### config.mk
export PLATFORM = sky130hd
export DESIGN_NAME = processor_control_flag_logic
export DESIGN_NICKNAME = d
export VERILOG_FILES = /design/src/core/ctrl_flags_pkg.sv /design/src/core/fpu_gate.sv /design/src/core/priv_check.sv /design/src/core/processor_control_flag_logic.sv
export SDC_FILE = /design/constraint.sdc
export NUM_CORES = 1
export LEC_CHECK = 0
export BUFFER_PORTS_ARGS = -buffer_cell sky130_fd_sc_hd__buf_4
export CAP_MARGIN = 30
export CORE_ASPECT_RATIO = 2
export CORE_MARGIN = 2
export CORE_UTILIZATION = 50
export CTS_CLUSTER_SIZE = 28
export DETAILED_ROUTE_END_ITERATION = 12
export PLACE_DENSITY = 0.8
export RECOVER_POWER = 100
export SLEW_MARGIN = 25
export SYNTH_ARGS = -nofsm -noshare
export SYNTH_HDL_FRONTEND = slang
export SYNTH_SLANG_ARGS = --single-unit
### constraint.sdc
create_clock -name clk_sys -period 1.15 [get_ports clk_sys]
set_input_delay 0.0575 -clock clk_sys [delete_from_list [all_inputs] [get_ports clk_sys]]
set_output_delay 0.0575 -clock clk_sys [all_outputs]
set_load 0.005 [all_outputs]
### src/core/ctrl_flags_pkg.sv
// Purpose: constants for the processor control flag logic
// Assumes: control registers reached by index through move-to/from ports
// Notes: bit positions and masks used by the top module, other constants split among the fp gate, privilege check and top module
package ctrl_flags_pkg;
    localparam logic [3:0]  IDX_MACHINE  = 4'h0;
    localparam logic [3:0]  IDX_PAGEBASE = 4'h3;
    localparam logic [3:0]  IDX_EXT      = 4'h4;
    // machine control bit positions
    localparam int B_MONITOR = 1;
    localparam int B_TRAPSW  = 2;
    localparam int B_TASKSW  = 3;
    localparam int B_NUMERR  = 5;
    localparam int B_WGUARD  = 16;
    localparam int B_AMASK   = 18;
    localparam int B_NOWT    = 29;
    localparam int B_CACHEOFF = 30;
    localparam int B_PAGING  = 31;
    // page base bit positions
    localparam int B_PWT = 3;
    localparam int B_PCD = 4;
    // extension bit positions
    localparam int B_V86  = 0;
    localparam int B_PVI  = 1;
    localparam int B_TSD  = 2;
    localparam int B_DE   = 3;
    localparam int B_PSE  = 4;
    localparam int B_PAE  = 5;
    localparam int B_MCE  = 6;
    localparam int B_PGE  = 7;
    localparam int B_PCE  = 8;
    localparam int B_FXSR = 9;
    localparam int B_XMMX = 10;
    localparam logic [31:0] MACHINE_MASK  = 32'he005003f;
    localparam logic [31:0] PAGEBASE_MASK = 32'hfffff018;
    localparam logic [31:0] EXT_MASK      = 32'h000007ff;
    localparam logic [31:0] EXT_RESET     = 32'h00000000;
    localparam logic [15:0] CW_PRESENT    = 16'h037f;
    localparam logic [15:0] CW_ABSENT     = 16'hffff;
    localparam logic [7:0]  VEC_NO_DEVICE = 8'h07;
    localparam logic [1:0]  CPL_KERNEL    = 2'h0;
    localparam logic [1:0]  CPL_USER      = 2'h3;
    localparam logic [2:0]  DBG_ALIAS_LOW  = 3'h4;
    localparam logic [2:0]  DBG_ALIAS_HIGH = 3'h5;
endpackage

### src/core/fpu_gate.sv
// Purpose: floating-point dispatch, trap and init sequencing
// Assumes: one fp request at a time, unit reports completion
// Notes: fp_ready is combinational
`timescale 1ns/1ps
`default_nettype none
module fpu_gate #(
    parameter bit FPU_PRESENT = 1'b1
) (
    // clock and reset
    input  wire logic        clk_sys,
    input  wire logic        arst_n,
    // flags
    input  wire logic        trap_to_software_flag,
    input  wire logic        coproc_monitor_flag,
    input  wire logic        task_switched_flag,
    // instruction side
    input  wire logic        fp_req,
    input  wire logic        fp_is_wait,
    input  wire logic        fp_is_init,
    output logic             fp_ready,
    // unit side
    output logic             fp_issue,
    input  wire logic        fpu_done,
    input  wire logic        fpu_err_in,
    // results
    output logic             nm_trap,
    output logic [7:0]       nm_vector,
    output logic             fpu_err,
    output logic [15:0]      fpu_ctrl_word
);
    import ctrl_flags_pkg::*;
    typedef struct packed {
        logic        busy;
        logic        issue;
        logic        trap;
        logic        err;
        logic [15:0] cw;
    } fg_s;
    fg_s s_q, s_d;
    logic take;

    assign fp_ready = !s_q.busy || fpu_done;
    assign take     = fp_req && fp_ready;

    always_comb begin
        s_d       = s_q;
        s_d.issue = 1'b0;
        s_d.trap  = 1'b0;
        if (fpu_done) begin
            s_d.busy = 1'b0;
        end
        if (take) begin
            if (fp_is_wait) begin
                s_d.trap = coproc_monitor_flag && task_switched_flag;
            end else if (trap_to_software_flag) begin
                s_d.trap = 1'b1;
            end else begin
                s_d.issue = 1'b1;
                s_d.busy  = 1'b1;
                if (fp_is_init) begin
                    s_d.cw  = FPU_PRESENT ? CW_PRESENT : CW_ABSENT;
                    s_d.err = 1'b0;
                end
            end
        end
        // set wins over init clear
        if (fpu_err_in) begin
            s_d.err = 1'b1;
        end
    end

    always_ff @(posedge clk_sys or negedge arst_n) begin
        if (!arst_n) begin
            s_q <= '{busy: 1'b0, issue: 1'b0, trap: 1'b0, err: 1'b0, cw: CW_PRESENT};
        end else begin
            s_q <= s_d;
        end
    end

    assign fp_issue      = s_q.issue;
    assign nm_trap       = s_q.trap;
    assign nm_vector     = VEC_NO_DEVICE;
    assign fpu_err       = s_q.err;
    assign fpu_ctrl_word = s_q.cw;
endmodule
`default_nettype wire

### src/core/priv_check.sv
// Purpose: privilege and alignment checks steered by control flags
// Assumes: request pulses one cycle
// Notes: fault outputs registered, one cycle after request
`timescale 1ns/1ps
`default_nettype none
module priv_check (
    // clock and reset
    input  wire logic        clk_sys,
    input  wire logic        arst_n,
    // flags
    input  wire logic        perf_counter_user_read,
    input  wire logic        timestamp_privilege_lock,
    input  wire logic        dbg_reg_alias_trap,
    input  wire logic        align_check_mask,
    input  wire logic        align_check_flag,
    // requests
    input  wire logic [1:0]  cpl,
    input  wire logic        pmc_req,
    input  wire logic        tsc_req,
    input  wire logic        dbg_req,
    input  wire logic [2:0]  dbg_num,
    input  wire logic        mem_req,
    input  wire logic        mem_misaligned,
    // faults
    output logic             gp_fault,
    output logic             ud_fault,
    output logic             ac_fault
);
    import ctrl_flags_pkg::*;
    typedef struct packed {
        logic gp;
        logic ud;
        logic ac;
    } pc_s;
    pc_s s_q, s_d;

    always_comb begin
        s_d = '0;
        if (pmc_req && !perf_counter_user_read && cpl != CPL_KERNEL) begin
            s_d.gp = 1'b1;
        end
        if (tsc_req && timestamp_privilege_lock && cpl != CPL_KERNEL) begin
            s_d.gp = 1'b1;
        end
        if (dbg_req && dbg_reg_alias_trap &&
            (dbg_num == DBG_ALIAS_LOW || dbg_num == DBG_ALIAS_HIGH)) begin
            s_d.ud = 1'b1;
        end
        s_d.ac = mem_req && mem_misaligned && align_check_mask &&
                 align_check_flag && cpl == CPL_USER;
    end

    always_ff @(posedge clk_sys or negedge arst_n) begin
        if (!arst_n) begin
            s_q <= '0;
        end else begin
            s_q <= s_d;
        end
    end

    assign gp_fault = s_q.gp;
    assign ud_fault = s_q.ud;
    assign ac_fault = s_q.ac;
endmodule
`default_nettype wire

### src/core/processor_control_flag_logic.sv
// Purpose: control register flags and their effects
// Assumes: registers moved by index over cr_* ports, one access a cycle
// Notes: read data registered, one cycle after cr_rd
`timescale 1ns/1ps
`default_nettype none
module processor_control_flag_logic #(
    parameter bit          FPU_PRESENT   = 1'b1,
    parameter logic [31:0] MACHINE_RESET = 32'h00000000,
    parameter logic [31:0] PAGEBASE_RESET = 32'h00000000
) (
    // clock and reset
    input  wire logic        clk_sys,
    input  wire logic        arst_n,
    // control register moves
    input  wire logic        cr_wr,
    input  wire logic        cr_rd,
    input  wire logic [3:0]  cr_idx,
    input  wire logic [31:0] cr_wdata,
    output logic [31:0]      cr_rdata,
    output logic             cr_bad_idx,
    // task switch flag events
    input  wire logic        task_switch_evt,
    input  wire logic        task_switch_clr,
    // fp instruction path
    input  wire logic        fp_req,
    input  wire logic        fp_is_wait,
    input  wire logic        fp_is_init,
    output logic             fp_ready,
    output logic             fp_issue,
    input  wire logic        fpu_done,
    input  wire logic        fpu_err_in,
    output logic             nm_trap,
    output logic [7:0]       nm_vector,
    output logic             fpu_err,
    output logic [15:0]      fpu_ctrl_word,
    // split operand store
    input  wire logic        split_store,
    input  wire logic        split_lo_ok,
    input  wire logic        split_hi_fault,
    output logic             split_lo_we,
    output logic             split_hi_we,
    // privilege checks
    input  wire logic [1:0]  cpl,
    input  wire logic        pmc_req,
    input  wire logic        tsc_req,
    input  wire logic        dbg_req,
    input  wire logic [2:0]  dbg_num,
    input  wire logic        mem_req,
    input  wire logic        mem_misaligned,
    input  wire logic        align_check_flag,
    output logic             gp_fault,
    output logic             ud_fault,
    output logic             ac_fault,
    // supervisor writes and hardware errors
    input  wire logic        sup_write,
    input  wire logic        page_read_only,
    output logic             wguard_fault,
    input  wire logic        hw_error,
    output logic             mc_exception,
    // translation control
    output logic             tlb_flush,
    output logic             tlb_keep_global,
    // flag outputs
    output logic             wide_physical_address_ext,
    output logic             large_page_ext,
    output logic             v86_interrupt_ext,
    output logic             protected_virtual_irq_ext,
    output logic             numeric_error_select,
    output logic             os_state_save_support,
    output logic             os_simd_fault_support,
    output logic             paging_on,
    // cache control
    output logic             cache_enable,
    input  wire logic        cache_hit,
    output logic             wt_inval_allow,
    // external cache hint pins
    input  wire logic        bus_cycle,
    input  wire logic        bus_unpaged,
    input  wire logic        pte_cache_off,
    input  wire logic        pte_write_through,
    output logic             ext_cache_inhibit_pin,
    output logic             ext_write_through_pin
);
    import ctrl_flags_pkg::*;

    typedef struct packed {
        logic [31:0] mc;
        logic [31:0] pb;
        logic [31:0] ext;
        logic [31:0] rdata;
        logic        bad;
        logic        flush;
        logic        keep_g;
        logic        lo_we;
        logic        hi_we;
        logic        wg;
        logic        mc_x;
        logic        pin_cd;
        logic        pin_wt;
    } st_s;
    st_s s_q, s_d;

    logic idx_ok;
    logic [31:0] rd_mux;

    assign idx_ok = cr_idx == IDX_MACHINE || cr_idx == IDX_PAGEBASE || cr_idx == IDX_EXT;

    always_comb begin
        case (cr_idx)
            IDX_MACHINE:  rd_mux = s_q.mc & MACHINE_MASK;
            IDX_PAGEBASE: rd_mux = s_q.pb & PAGEBASE_MASK;
            IDX_EXT:      rd_mux = s_q.ext & EXT_MASK;
            default:      rd_mux = '0;
        endcase
    end

    always_comb begin
        s_d       = s_q;
        s_d.flush = 1'b0;
        s_d.bad   = 1'b0;
        if (cr_wr) begin
            case (cr_idx)
                IDX_MACHINE:  s_d.mc = cr_wdata & MACHINE_MASK;
                IDX_PAGEBASE: begin
                    s_d.pb     = cr_wdata & PAGEBASE_MASK;
                    s_d.flush  = 1'b1;
                    s_d.keep_g = s_q.ext[B_PGE];
                end
                IDX_EXT:      s_d.ext = cr_wdata & EXT_MASK;
                default:      s_d.bad = 1'b1;
            endcase
        end
        if (cr_rd) begin
            s_d.rdata = rd_mux;
            s_d.bad   = !idx_ok;
        end
        // set after clear, so a switch in the clear cycle wins
        if (task_switch_clr) begin
            s_d.mc[B_TASKSW] = 1'b0;
        end
        if (task_switch_evt) begin
            s_d.mc[B_TASKSW] = 1'b1;
        end
        // lower half stays on upper fault
        s_d.lo_we = split_store && split_lo_ok;
        s_d.hi_we = split_store && split_lo_ok && !split_hi_fault;
        s_d.wg    = sup_write && page_read_only && s_q.mc[B_WGUARD];
        s_d.mc_x  = hw_error && s_q.ext[B_MCE];
        if (bus_cycle) begin
            if (s_q.mc[B_PAGING] && bus_unpaged) begin
                s_d.pin_cd = s_q.pb[B_PCD];
                s_d.pin_wt = s_q.pb[B_PWT];
            end else begin
                s_d.pin_cd = pte_cache_off;
                s_d.pin_wt = pte_write_through;
            end
        end
    end

    always_ff @(posedge clk_sys or negedge arst_n) begin
        if (!arst_n) begin
            s_q        <= '0;
            s_q.mc     <= MACHINE_RESET & MACHINE_MASK;
            s_q.pb     <= PAGEBASE_RESET & PAGEBASE_MASK;
            s_q.ext    <= EXT_RESET;
        end else begin
            s_q <= s_d;
        end
    end

    fpu_gate #(
        .FPU_PRESENT (FPU_PRESENT)
    ) u_fpu_gate (
        .clk_sys               (clk_sys),
        .arst_n                (arst_n),
        .trap_to_software_flag (s_q.mc[B_TRAPSW]),
        .coproc_monitor_flag   (s_q.mc[B_MONITOR]),
        .task_switched_flag    (s_q.mc[B_TASKSW]),
        .fp_req                (fp_req),
        .fp_is_wait            (fp_is_wait),
        .fp_is_init            (fp_is_init),
        .fp_ready              (fp_ready),
        .fp_issue              (fp_issue),
        .fpu_done              (fpu_done),
        .fpu_err_in            (fpu_err_in),
        .nm_trap               (nm_trap),
        .nm_vector             (nm_vector),
        .fpu_err               (fpu_err),
        .fpu_ctrl_word         (fpu_ctrl_word)
    );

    priv_check u_priv_check (
        .clk_sys                  (clk_sys),
        .arst_n                   (arst_n),
        .perf_counter_user_read   (s_q.ext[B_PCE]),
        .timestamp_privilege_lock (s_q.ext[B_TSD]),
        .dbg_reg_alias_trap       (s_q.ext[B_DE]),
        .align_check_mask         (s_q.mc[B_AMASK]),
        .align_check_flag         (align_check_flag),
        .cpl                      (cpl),
        .pmc_req                  (pmc_req),
        .tsc_req                  (tsc_req),
        .dbg_req                  (dbg_req),
        .dbg_num                  (dbg_num),
        .mem_req                  (mem_req),
        .mem_misaligned           (mem_misaligned),
        .gp_fault                 (gp_fault),
        .ud_fault                 (ud_fault),
        .ac_fault                 (ac_fault)
    );

    assign cr_rdata   = s_q.rdata;
    assign cr_bad_idx = s_q.bad;
    assign tlb_flush       = s_q.flush;
    assign tlb_keep_global = s_q.keep_g;
    assign split_lo_we  = s_q.lo_we;
    assign split_hi_we  = s_q.hi_we;
    assign wguard_fault = s_q.wg;
    assign mc_exception = s_q.mc_x;
    assign wide_physical_address_ext = s_q.ext[B_PAE];
    assign large_page_ext            = s_q.ext[B_PSE];
    assign v86_interrupt_ext         = s_q.ext[B_V86];
    assign protected_virtual_irq_ext = s_q.ext[B_PVI];
    assign numeric_error_select      = s_q.mc[B_NUMERR];
    assign os_state_save_support     = s_q.ext[B_FXSR];
    assign os_simd_fault_support     = s_q.ext[B_XMMX];
    assign paging_on                 = s_q.mc[B_PAGING];
    assign cache_enable   = !s_q.mc[B_CACHEOFF];
    assign wt_inval_allow = !(s_q.mc[B_NOWT] && cache_hit);
    assign ext_cache_inhibit_pin = s_q.pin_cd;
    assign ext_write_through_pin = s_q.pin_wt;
endmodule
`default_nettype wire

==> results of run 1 <==
==> metrics by stage <==
stage / std cells / cell area [sq um] / setup TNS, ns / total power [mW] / hold WS [ns]
global placement: 513 / 5000 / -0.0238 / 5.33 / 0.129
CTS: 578 / 5800 / 0 / 8.52 / 0.00853
floorplan: 345 / 4300 / -0.178 / 4.78 / -0.238
detailed placement: 513 / 5000 / -0.274 / 5.40 / 0.145
finish: 578 / 5570 / 0 / 8.19 / 0.0239
global route: 578 / 5570 / 0 / 8.55 / 0.0160
==> worst max-delay path by stage <==
stage	start	to	cells past startpoint
2_1_floorplan	cr_idx[1]	s_q[87]	6
3_3_place_gp	cr_idx[2]	s_q[134]	4
3_5_place_dp	cr_idx[2]	s_q[134]	4
4_1_cts	u_fpu_gate.s_q[19]	fp_ready	2
5_1_grt	cr_idx[2]	s_q[49]	5
6_report	u_fpu_gate.s_q[19]	fp_ready	2
==> cell families (layout without fill, tap and decap cells) <==
group           count (synthesis)  in the layout  share of synthesized area (%)
compound gates                 51             51                           9.34
buf+inv                        79            214                           13.6
flops                          91             91                           54.8
mux                            50             50                           15.2
other cells                     2             25                          0.181
simple gates                   49             49                           6.90
==> layout make-up <==
cell class	count	area, sq um	share of cell area, %
clock buffers	12	256	4.61
clock inverters	4	48.8	0.876
multi-input cells	175	1340	24.0
well taps	98	123	2.20
inverters	9	33.8	0.607
flip-flops and latches	91	2280	40.9
repair buffers	189	1490	26.8
==> layer usage <==
metal  GRT usage [%]  share of wire [%]
met1            25.2                 37
met2            39.3                 56
met3            4.08                4.9
met5               0                  0
met4            11.8                2.7
==> power by group <==
group | total [mW] | internal (mW) | leakage [nW] | switching (mW)
logic | 1.29 | 0.788 | 1.38 | 0.506
registers | 3.95 | 3.65 | 1.17 | 0.300
clock network | 2.95 | 1.80 | 0.153 | 1.15
total | 8.19 | 6.23 | 2.71 | 1.96
==> cell usage after synthesis, types with 4 or more instances <==
cell        n  share of area (%)
dfrtp_1    91                 55
o2bb2ai_1  10                2.1
buf_4      58                 10
and3_1      4               0.60
inv_1       8               0.72
o21ai_0     6               0.72
a22oi_1     5               0.90
a21oi_1     6               0.72
buf_6       6                1.6
nand2_1    11               0.99
a22o_1     15                3.2
nand3_1     6               0.72
mux2_2     26                7.0
mux2_4     19                6.9
nor2_1      8               0.72
a211oi_1    4               0.72
==> placed cells by master (no fill, tap or decap), types with 3 or more instances in the layout <==
cell,count
dfrtp_1,91
buf_4,71
dlygate4sd3_1,49
clkbuf_4,44
mux2_1,29
conb_1,25
clkbuf_1,18
mux2_2,16
a22o_1,15
nand2_1,11
o2bb2ai_1,10
clkbuf_16,9
inv_1,8
nor2_1,8
nand3_1,6
a21oi_1,6
o21ai_0,6
a22oi_1,5
a211oi_1,4
nand2b_1,3
and3_1,3
mux2_4,3
clkbuf_2,3
==> critical path, delay by kind of cell, from the launching register on <==
family        cells  cell delay, ns
simple gates      1            0.13
flops             1            0.36
buf+inv           1            0.16
==> repair_timing <==
action,CTS,global route
hold endpoints to repair,145,0
gates resized for setup,0,0
hold buffers,49,0
==> out/results.md, run 1 <==
- complete, no violations — result of the run
- 544 — number of nets at the end of the flow
- 36 — number of flip-flops in the largest register
- 9 — Inserted Clock Buffers
- 0 — final count of hold timing violations
- 3173 — number of global-route vias before repair
- 1.04 ns — Tmin final
- 0 — gr ovfl total
- built — CTS tree
- 0.737 — Final GP Congestion
- 0.06 ns — post-CTS clock slew at the launch and capture registers of the worst setup and hold paths
- 3 — Register-to-Register Path Depth
- dbg_num[2] — worst hold path startpoint
- 0 — antenna violation net count after detailed routing
- no — RSZ-0062 raised after global routing
- 620 — number of fill cells
- 54.8% — sequential fraction of the synthesis area
- flop — Critical Path Source Type
- 0 — count of final setup violators
- 322 — Gate Count Post-Synth
- 0 — count of inserted antenna diode cells
- 0 — number of post-CTS setup repair buffers
- 16.3 um — average routed wire per standard cell
- flop to output pin — Worst Path Class, Setup
- 12.9 sq um — synthesized area per cell
- 1030 uV — maximum resistive drop on vdd
- 22.7% — global-route usage over all layers
- 47 — number of rows created at floorplan
- 2.71 nW — Static Leak
- 1470 nW/um^2 — cell area power density
- 91 — clk sinks
- 33.5% — fraction of final layout cells with drive strength greater than 1
- 90.6% — portion of the clock cycle consumed by the worst path in the final layout
- 4 — maximum fanout along the worst path
- 0 — max-slew violation total from the final report
- nand2b_1, clkbuf_4 — crit path cell chain
- 92 — maximum number of pins on one net before global-route repair
- 2 — hold-critical path depth
- 4150 sq um — synthesized area
- 123 — input/output buffers
- 0.108 ns — post-layout worst setup margin
- 8170 sq um — Core Region
- 4 — first-pass iteration count of the detailed router
- 2914 — via count
- 91 — flip-flop and latch count after synthesis
- 1.09 ns — Critical Path RT
- output pin — Worst setup EP type
- clkbuf_16 — Root Driver
- 6600 um — post-detailed-placement half-perimeter wirelength
- 15200 um — first-pass GRT wire length
- 109 — count of routing violations after the opening detailed-route iteration
- 0 — number of design rule violations left after detail routing
- u_priv_check.ud_fault — Worst Hold Path EP
- cr_rdata[2] — FF-to-FF End
- dfrtp_1 — dominant register cell in the synthesized netlist
- 100% — share of flip-flops with an asynchronous set or reset
- 34.1% — Syn-to-layout area delta
- 50.8% — starting density of the core
- 3 — number of H-tree levels
- 0.36 ns — Crit path largest cell delay
- 0.00505 ns — skew final
- 0.98 ns — arrival time reported for the critical path endpoint
- 9100 sq um — die area
- 40 — number of different library cells in the post-synthesis netlist
- 0.33 ns — worst skew pair latency
- 9450 um — total detailed-routing wirelength
- 0 — Post-synth EDFFs
- 68.5 um — die outline width
- dfrtp_1 — Slowest-stage cell, CP
- 0 — antenna violations before repair
- 0 — number of max-cap violations
- 133 um — Die Y-Extent
- 960 MHz — upper clock frequency limit
- s_q — register bank with the most flops
- input pin to flop — path type of the worst min-delay path
- 0 — count of synthesis-stage warnings from yosys
- 2 — Max Buffers Root-to-Sink
- 151 — I/O Pins
- s_q[107] — RR Startpoint
- 68.1% — share of the core filled with cells
- 5.04 — vias per inst
- -0.0347 ns — pre-CTS WS
- 0.15 ns — reg2reg setup slack
Note: power is estimated with default switching activity, not from simulation.
==> inputs of run 2 (changes only) <==
--- a/config.mk
+++ b/config.mk
@@ -12,7 +12,7 @@
 export CORE_UTILIZATION = 50
 export CTS_CLUSTER_SIZE = 28
 export DETAILED_ROUTE_END_ITERATION = 12
-export PLACE_DENSITY = 0.8
+export PLACE_DENSITY = 0.81
 export RECOVER_POWER = 100
 export SLEW_MARGIN = 25
 export SYNTH_ARGS = -nofsm -noshare
==> run 2 against run 1 <==
  * Combinational power is 7% higher
  * Design area up 1.3%
  * Register-to-register slack got worse by 0.06 ns
  * Setup slack lost 0.025 ns
  * Flip-flop and latch count unchanged
  * Total power is 1.5% lower
==> out/results.md, run 2 (synthesized netlist as in run 1, its figures left out) <==
- complete, no violations — result of the run
- 549 — number of nets at the end of the flow
- 17.2 um — average routed wire per standard cell
- 123 — input/output buffers
- 1.28 ns — arrival time reported for the critical path endpoint
- 34.0% — share of power burned in the clock network
- 151 — I/O Pins
- 0.46 ns — Crit path largest cell delay
- 0 — max-slew violation total from the final report
- 127 — count of routing violations after the opening detailed-route iteration
- input pin to flop — path type of the worst min-delay path
- 91 — clk sinks
- 1 — Critical path buffers and inverters
- 9 — Inserted Clock Buffers
- 1140 uV — maximum resistive drop on vdd
- 91 x dfrtp_1, 69 x buf_4, 52 x dlygate4sd3_1, 52 x clkbuf_4, 25 x conb_1 — commonest cells after routing, fill and taps aside
- 92.7% — portion of the clock cycle consumed by the worst path in the final layout
- 47 — number of rows created at floorplan
- 1.07 ns — Tmin final
- clkbuf_2, nor2_1, and3_2, mux2_1 — crit path cell chain
- 0 — total of cells resized after clock tree synthesis
- 1360 sq um — Multi-input gate area
- 2.00 mW — sw power
- 23.9% — global-route usage over all layers
- 68.5 um — die outline width
- 133 um — Die Y-Extent
- flop — Worst setup EP type
- 938 MHz — upper clock frequency limit
- 3282 — number of global-route vias before repair
- 0 — count of final setup violators
- 611 — number of fill cells
- 67.6% — worst relative slew slack
- 0 — antenna violation net count after detailed routing
- s_q — register bank with the most flops
- 2 — Max Buffers Root-to-Sink
- built — CTS tree
- 50.8% — starting density of the core
- 0.33 ns — worst skew pair latency
- and3_2 — Slowest-stage cell, CP
- 8170 sq um — Core Region
- 24.7% — sw frac
- dfrtp_1 — most frequent standard cell in the layout excluding fill and tap cells
- input pin to flop — Worst Path Class, Setup
- 0 — count of inserted antenna diode cells
- 1430 nW/um^2 — cell area power density
- input pin — Critical Path Source Type
- 0 — gr ovfl total
- 69.0% — share of the core filled with cells
- 92 — maximum number of pins on one net before global-route repair
- 2280 sq um — sequential cell area
- 0 — number of design rule violations left after detail routing
- 6770 um — post-detailed-placement half-perimeter wirelength
- 1.36 ns — Critical Path RT
- 4 — first-pass iteration count of the detailed router
- 10000 um — total detailed-routing wirelength
- simple AND/OR/NAND/NOR gates — Largest delay share family, worst path
- 3 — number of H-tree levels
- no — RSZ-0062 raised after global routing
- 0.00319 ns — skew final
- 52 — number of hold buffers added after cts
- clkbuf_16 — Root Driver
- 35.9% — fraction of final layout cells with drive strength greater than 1
- 35.8% — Syn-to-layout area delta
- 5.11 — vias per inst
- 17.1% — share of power burned in combinational logic
- 6.08 mW — internal power consumption
- 2982 — via count
- 36 — number of flip-flops in the largest register
- 2.76 nW — Static Leak
- 16000 um — first-pass GRT wire length
- 11 — maximum fanout along the worst path
- 0.765 — Final GP Congestion
- 9100 sq um — die area
- 0 — final count of hold timing violations
- -0.121 ns — pre-CTS WS
- 0.06 ns — post-CTS clock slew at the launch and capture registers of the worst setup and hold paths
- 0 — number of post-CTS setup repair buffers
- 49.0% — sequential power share
- 0.0834 ns — post-layout worst setup margin
- 0 — antenna violations before repair
- 0 — number of max-cap violations
- 0.479 ns — Least-Margin Pin Slew
run 2: changes by cell type in the layout (fill, tap and decap cells not counted), sizes merged:
cell         previous run  this run
clkbuf                 76        79
dlygate4sd3            49        52
clkinvlp                0         2
buf                    75        74
bufinv                  1         0
clkinv                  3         2
run 2: worst min-delay path, stage by stage:
cell and delay (ns):
buf_4 0.11, nand2_1 0.10, a21oi_1 0.05
run 2: path summary, 6_finish.rpt:
path	startpoint	endpoint	slack, ns	depth (start not counted)
min reg2reg	cr_rdata[30]	cr_rdata[30]	0.49	1
min	fp_req	u_fpu_gate.nm_trap	0.03	3
min in group asynchronous	arst_n	cr_rdata[14]	0.35	3
max reg2reg	s_q[107]	cr_rdata[2]	0.09	3
max	cr_idx[0]	s_q[107]	0.08	4
max in group asynchronous	arst_n	s_q[101]	0.42	3
run 2: power by group through the flow:
stage               logic [mW]  clock network [mW]  registers (mW)
floorplan                0.856                   0            3.92
global placement          1.35                   0            3.98
detailed placement        1.40                   0            4.01
CTS                       1.55                2.82            3.95
global route              1.51                2.97            4.00
finish                    1.38                2.74            3.95
run 2: layout make-up:
class / count / share of cell area, %
clock buffers: 12 / 4.55
clock inverters: 4 / 0.444
inverters: 9 / 0.599
multi-input cells: 175 / 24.0
flip-flops and latches: 91 / 40.4
well taps: 98 / 2.17
repair buffers: 194 / 27.8
run 2: stage by stage:
step	TNS (ns)	hold WS (ns)	area (sq um)	power [mW]	std cells
floorplan	-0.178	-0.238	4300	4.78	345
global placement	-0.655	0.129	5020	5.33	515
detailed placement	-1.04	0.142	5020	5.41	515
CTS	0	0.0187	5820	8.32	583
global route	0	0.0393	5640	8.48	583
finish	0	0.0332	5640	8.07	583
run 2: metal layers:
layer / wire (um) / vias to the layer above / GRT usage, %
met3: 490 / 25 / 5.44
met5: 0 / - / 0
met1: 3420 / 1481 / 25.7
met4: 318 / 0 / 11.3
met2: 5790 / 120 / 41.8
li1: - / 1356 / -
==> inputs of run 3 (changes only) <==
--- a/config.mk
+++ b/config.mk
@@ -7,12 +7,14 @@
 export LEC_CHECK = 0
 export BUFFER_PORTS_ARGS = -buffer_cell sky130_fd_sc_hd__buf_4
 export CAP_MARGIN = 30
+export CELL_PAD_IN_SITES_DETAIL_PLACEMENT = 1
+export CELL_PAD_IN_SITES_GLOBAL_PLACEMENT = 1
 export CORE_ASPECT_RATIO = 2
 export CORE_MARGIN = 2
-export CORE_UTILIZATION = 50
+export CORE_UTILIZATION = 38
 export CTS_CLUSTER_SIZE = 28
 export DETAILED_ROUTE_END_ITERATION = 12
-export PLACE_DENSITY = 0.81
+export PLACE_DENSITY = 0.79
 export RECOVER_POWER = 100
 export SLEW_MARGIN = 25
 export SYNTH_ARGS = -nofsm -noshare
==> run 3 against run 2 <==
  * The flow now finishes with violations (negative hold slack)
  * Worst hold slack lost 0.039 ns
  * Flip-flop and latch count is the same
  * Clock skew grew 0.0016 ns
  * Fmax shrank 0.18%
  * Critical endpoint is now cr_rdata[3]
  * Largest cell class unchanged
==> out/results.md, run 3 (synthesized netlist as in run 1, its figures left out) <==
- 1 — final count of hold timing violations
- 2.74 nW — Static Leak
- 91 x dfrtp_1, 74 x buf_4, 51 x dlygate4sd3_1 — commonest cells after routing, fill and taps aside
- 0 — max-slew violation total from the final report
- 5650 sq um — post-layout instance area
- 2 — Max Buffers Root-to-Sink
- 1 — antenna violations before repair
- 123 — input/output buffers
- 4.77 — vias per inst
- s_q[108] — RR Startpoint
- 151 — I/O Pins
- 0 — number of max-cap violations
- 715 uV — maximum resistive drop on vdd
- 4030 um — wire length on met1
- 11100 um — total detailed-routing wirelength
- 152 um — Die Y-Extent
- 0 — antenna violation net count after detailed routing
- 0 — count of final setup violators
- 36 — number of flip-flops in the largest register
- built — CTS tree
- 11800 sq um — die area
- flop — Critical Path Source Type
- 92 — maximum number of pins on one net before global-route repair
- 78 — count of routing violations after the opening detailed-route iteration
- 38.4% — starting density of the core
- 17900 um — first-pass GRT wire length
- 6350 um — length of routed met2 wiring
- clkbuf_16 — Root Driver
- 36.0% — Syn-to-layout area delta
- 9 — Inserted Clock Buffers
- 623 — final cell count without fillers
- no — RSZ-0062 raised after global routing
- 0.41 ns — Crit path largest cell delay
- 91 — clk sinks
- 10800 sq um — Core Region
- 54 — number of rows created at floorplan
- met4 — highest metal layer used by the detailed router
- flop to flop — Worst Path Class, Setup
- 0 — number of design rule violations left after detail routing
- dfrtp_1 — most frequent standard cell in the layout excluding fill and tap cells
- 0 — total of cells resized after clock tree synthesis
- 77.9 um — die outline width
- 0 — gr ovfl total
- s_q[108] — launching instance or port of the critical path
- 1.38 ns — Critical Path RT
- complete, but fails checks — result of the run
- s_q — register bank with the most flops
- 17.7 um — average routed wire per standard cell
- -0.00607 ns — Hold Slack
- 7470 um — post-detailed-placement half-perimeter wirelength
- flop — Worst setup EP type
- 34.6% — fraction of final layout cells with drive strength greater than 1
- 0.06 ns — post-CTS clock slew at the launch and capture registers of the worst setup and hold paths
- 0.00479 ns — skew final
- 1.30 ns — arrival time reported for the critical path endpoint
- negative hold slack — violations in the final reports
- 3 — number of H-tree levels
- 1430 nW/um^2 — cell area power density
- 19.5% — global-route usage over all layers
- 547 — number of nets at the end of the flow
- 1.07 ns — Tmin final
- input pin to flop — path type of the worst min-delay path
- 3394 — number of global-route vias before repair
- dfrtp_1 — Slowest-stage cell, CP
- 467 um — met3 WL post-DR
- align_check_flag — worst hold path startpoint
- 8.09 mW — post-route total power
- 0.33 ns — worst skew pair latency
- 5060 sq um — Placed Area
- 52.2% — share of the core filled with cells
- 936 MHz — upper clock frequency limit
- 4 — first-pass iteration count of the detailed router
- 0.804 — Final GP Congestion
- 1187 — number of fill cells
- 2970 — via count
- 556 — dpl cells
- 92.9% — portion of the clock cycle consumed by the worst path in the final layout
- 3 — maximum fanout along the worst path
- nor3b_1, o21ai_0, a211oi_1 — crit path cell chain
run 3: report_power, final:
part	internal [mW]	switching (mW)	total, mW	leakage [nW]
Combinational	0.822	0.539	1.36	1.43
Clock	1.62	1.16	2.78	0.141
Sequential	3.65	0.304	3.95	1.17
run 3: critical path, delay by kind of cell, from the launching register on:
family           cells  cell delay (ns)
flip-flops           1             0.41
AO/OA/AOI/OAI        2             0.36
AND/OR/NAND/NOR      1             0.19
run 3: final timing paths:
kind / to / cells after the start / slack (ns)
setup / recovery: cr_rdata[3] / 3 / 0.08
hold / removal: u_priv_check.ac_fault / 3 / -0.006
setup reg to reg: cr_rdata[3] / 3 / 0.08
hold reg to reg: u_fpu_gate.fpu_err / 1 / 0.48
max in group asynchronous: cr_rdata[10] / 3 / 0.40
min in group asynchronous: s_q[87] / 3 / 0.37
run 3: cell type report:
type | count | area (sq um) | share of cell area [%]
Sequential cell | 91 | 2280 | 40.3
Antenna cell | 1 | 2.50 | 0.0443
Timing Repair Buffer | 192 | 1540 | 27.2
Clock inverter | 2 | 10.0 | 0.177
Multi-Input combinational cell | 175 | 1340 | 23.8
Clock buffer | 13 | 270 | 4.79
Inverter | 9 | 33.8 | 0.598
Tap cell | 140 | 175 | 3.10
run 3: through the flow:
stage	setup slack (ns)	TNS (ns)
after floorplan	-0.0120	-0.178
after global placement	-0.0343	-0.411
after detailed placement	-0.0615	-0.668
after CTS	0.00564	0
after global routing	0.0382	0
final	0.0815	0
run 3: layer usage:
layer,global-route usage (%),vias up
met5,0,-
met4,7.02,0
met3,3.86,14
met2,36.7,104
met1,20.8,1498
li1,-,1354
run 3: timing repair:
action	in CTS	in global routing
hold buffers	52	0
buffers inserted	0	0
hold endpoints to repair	147	0
setup endpoints to repair	0	1
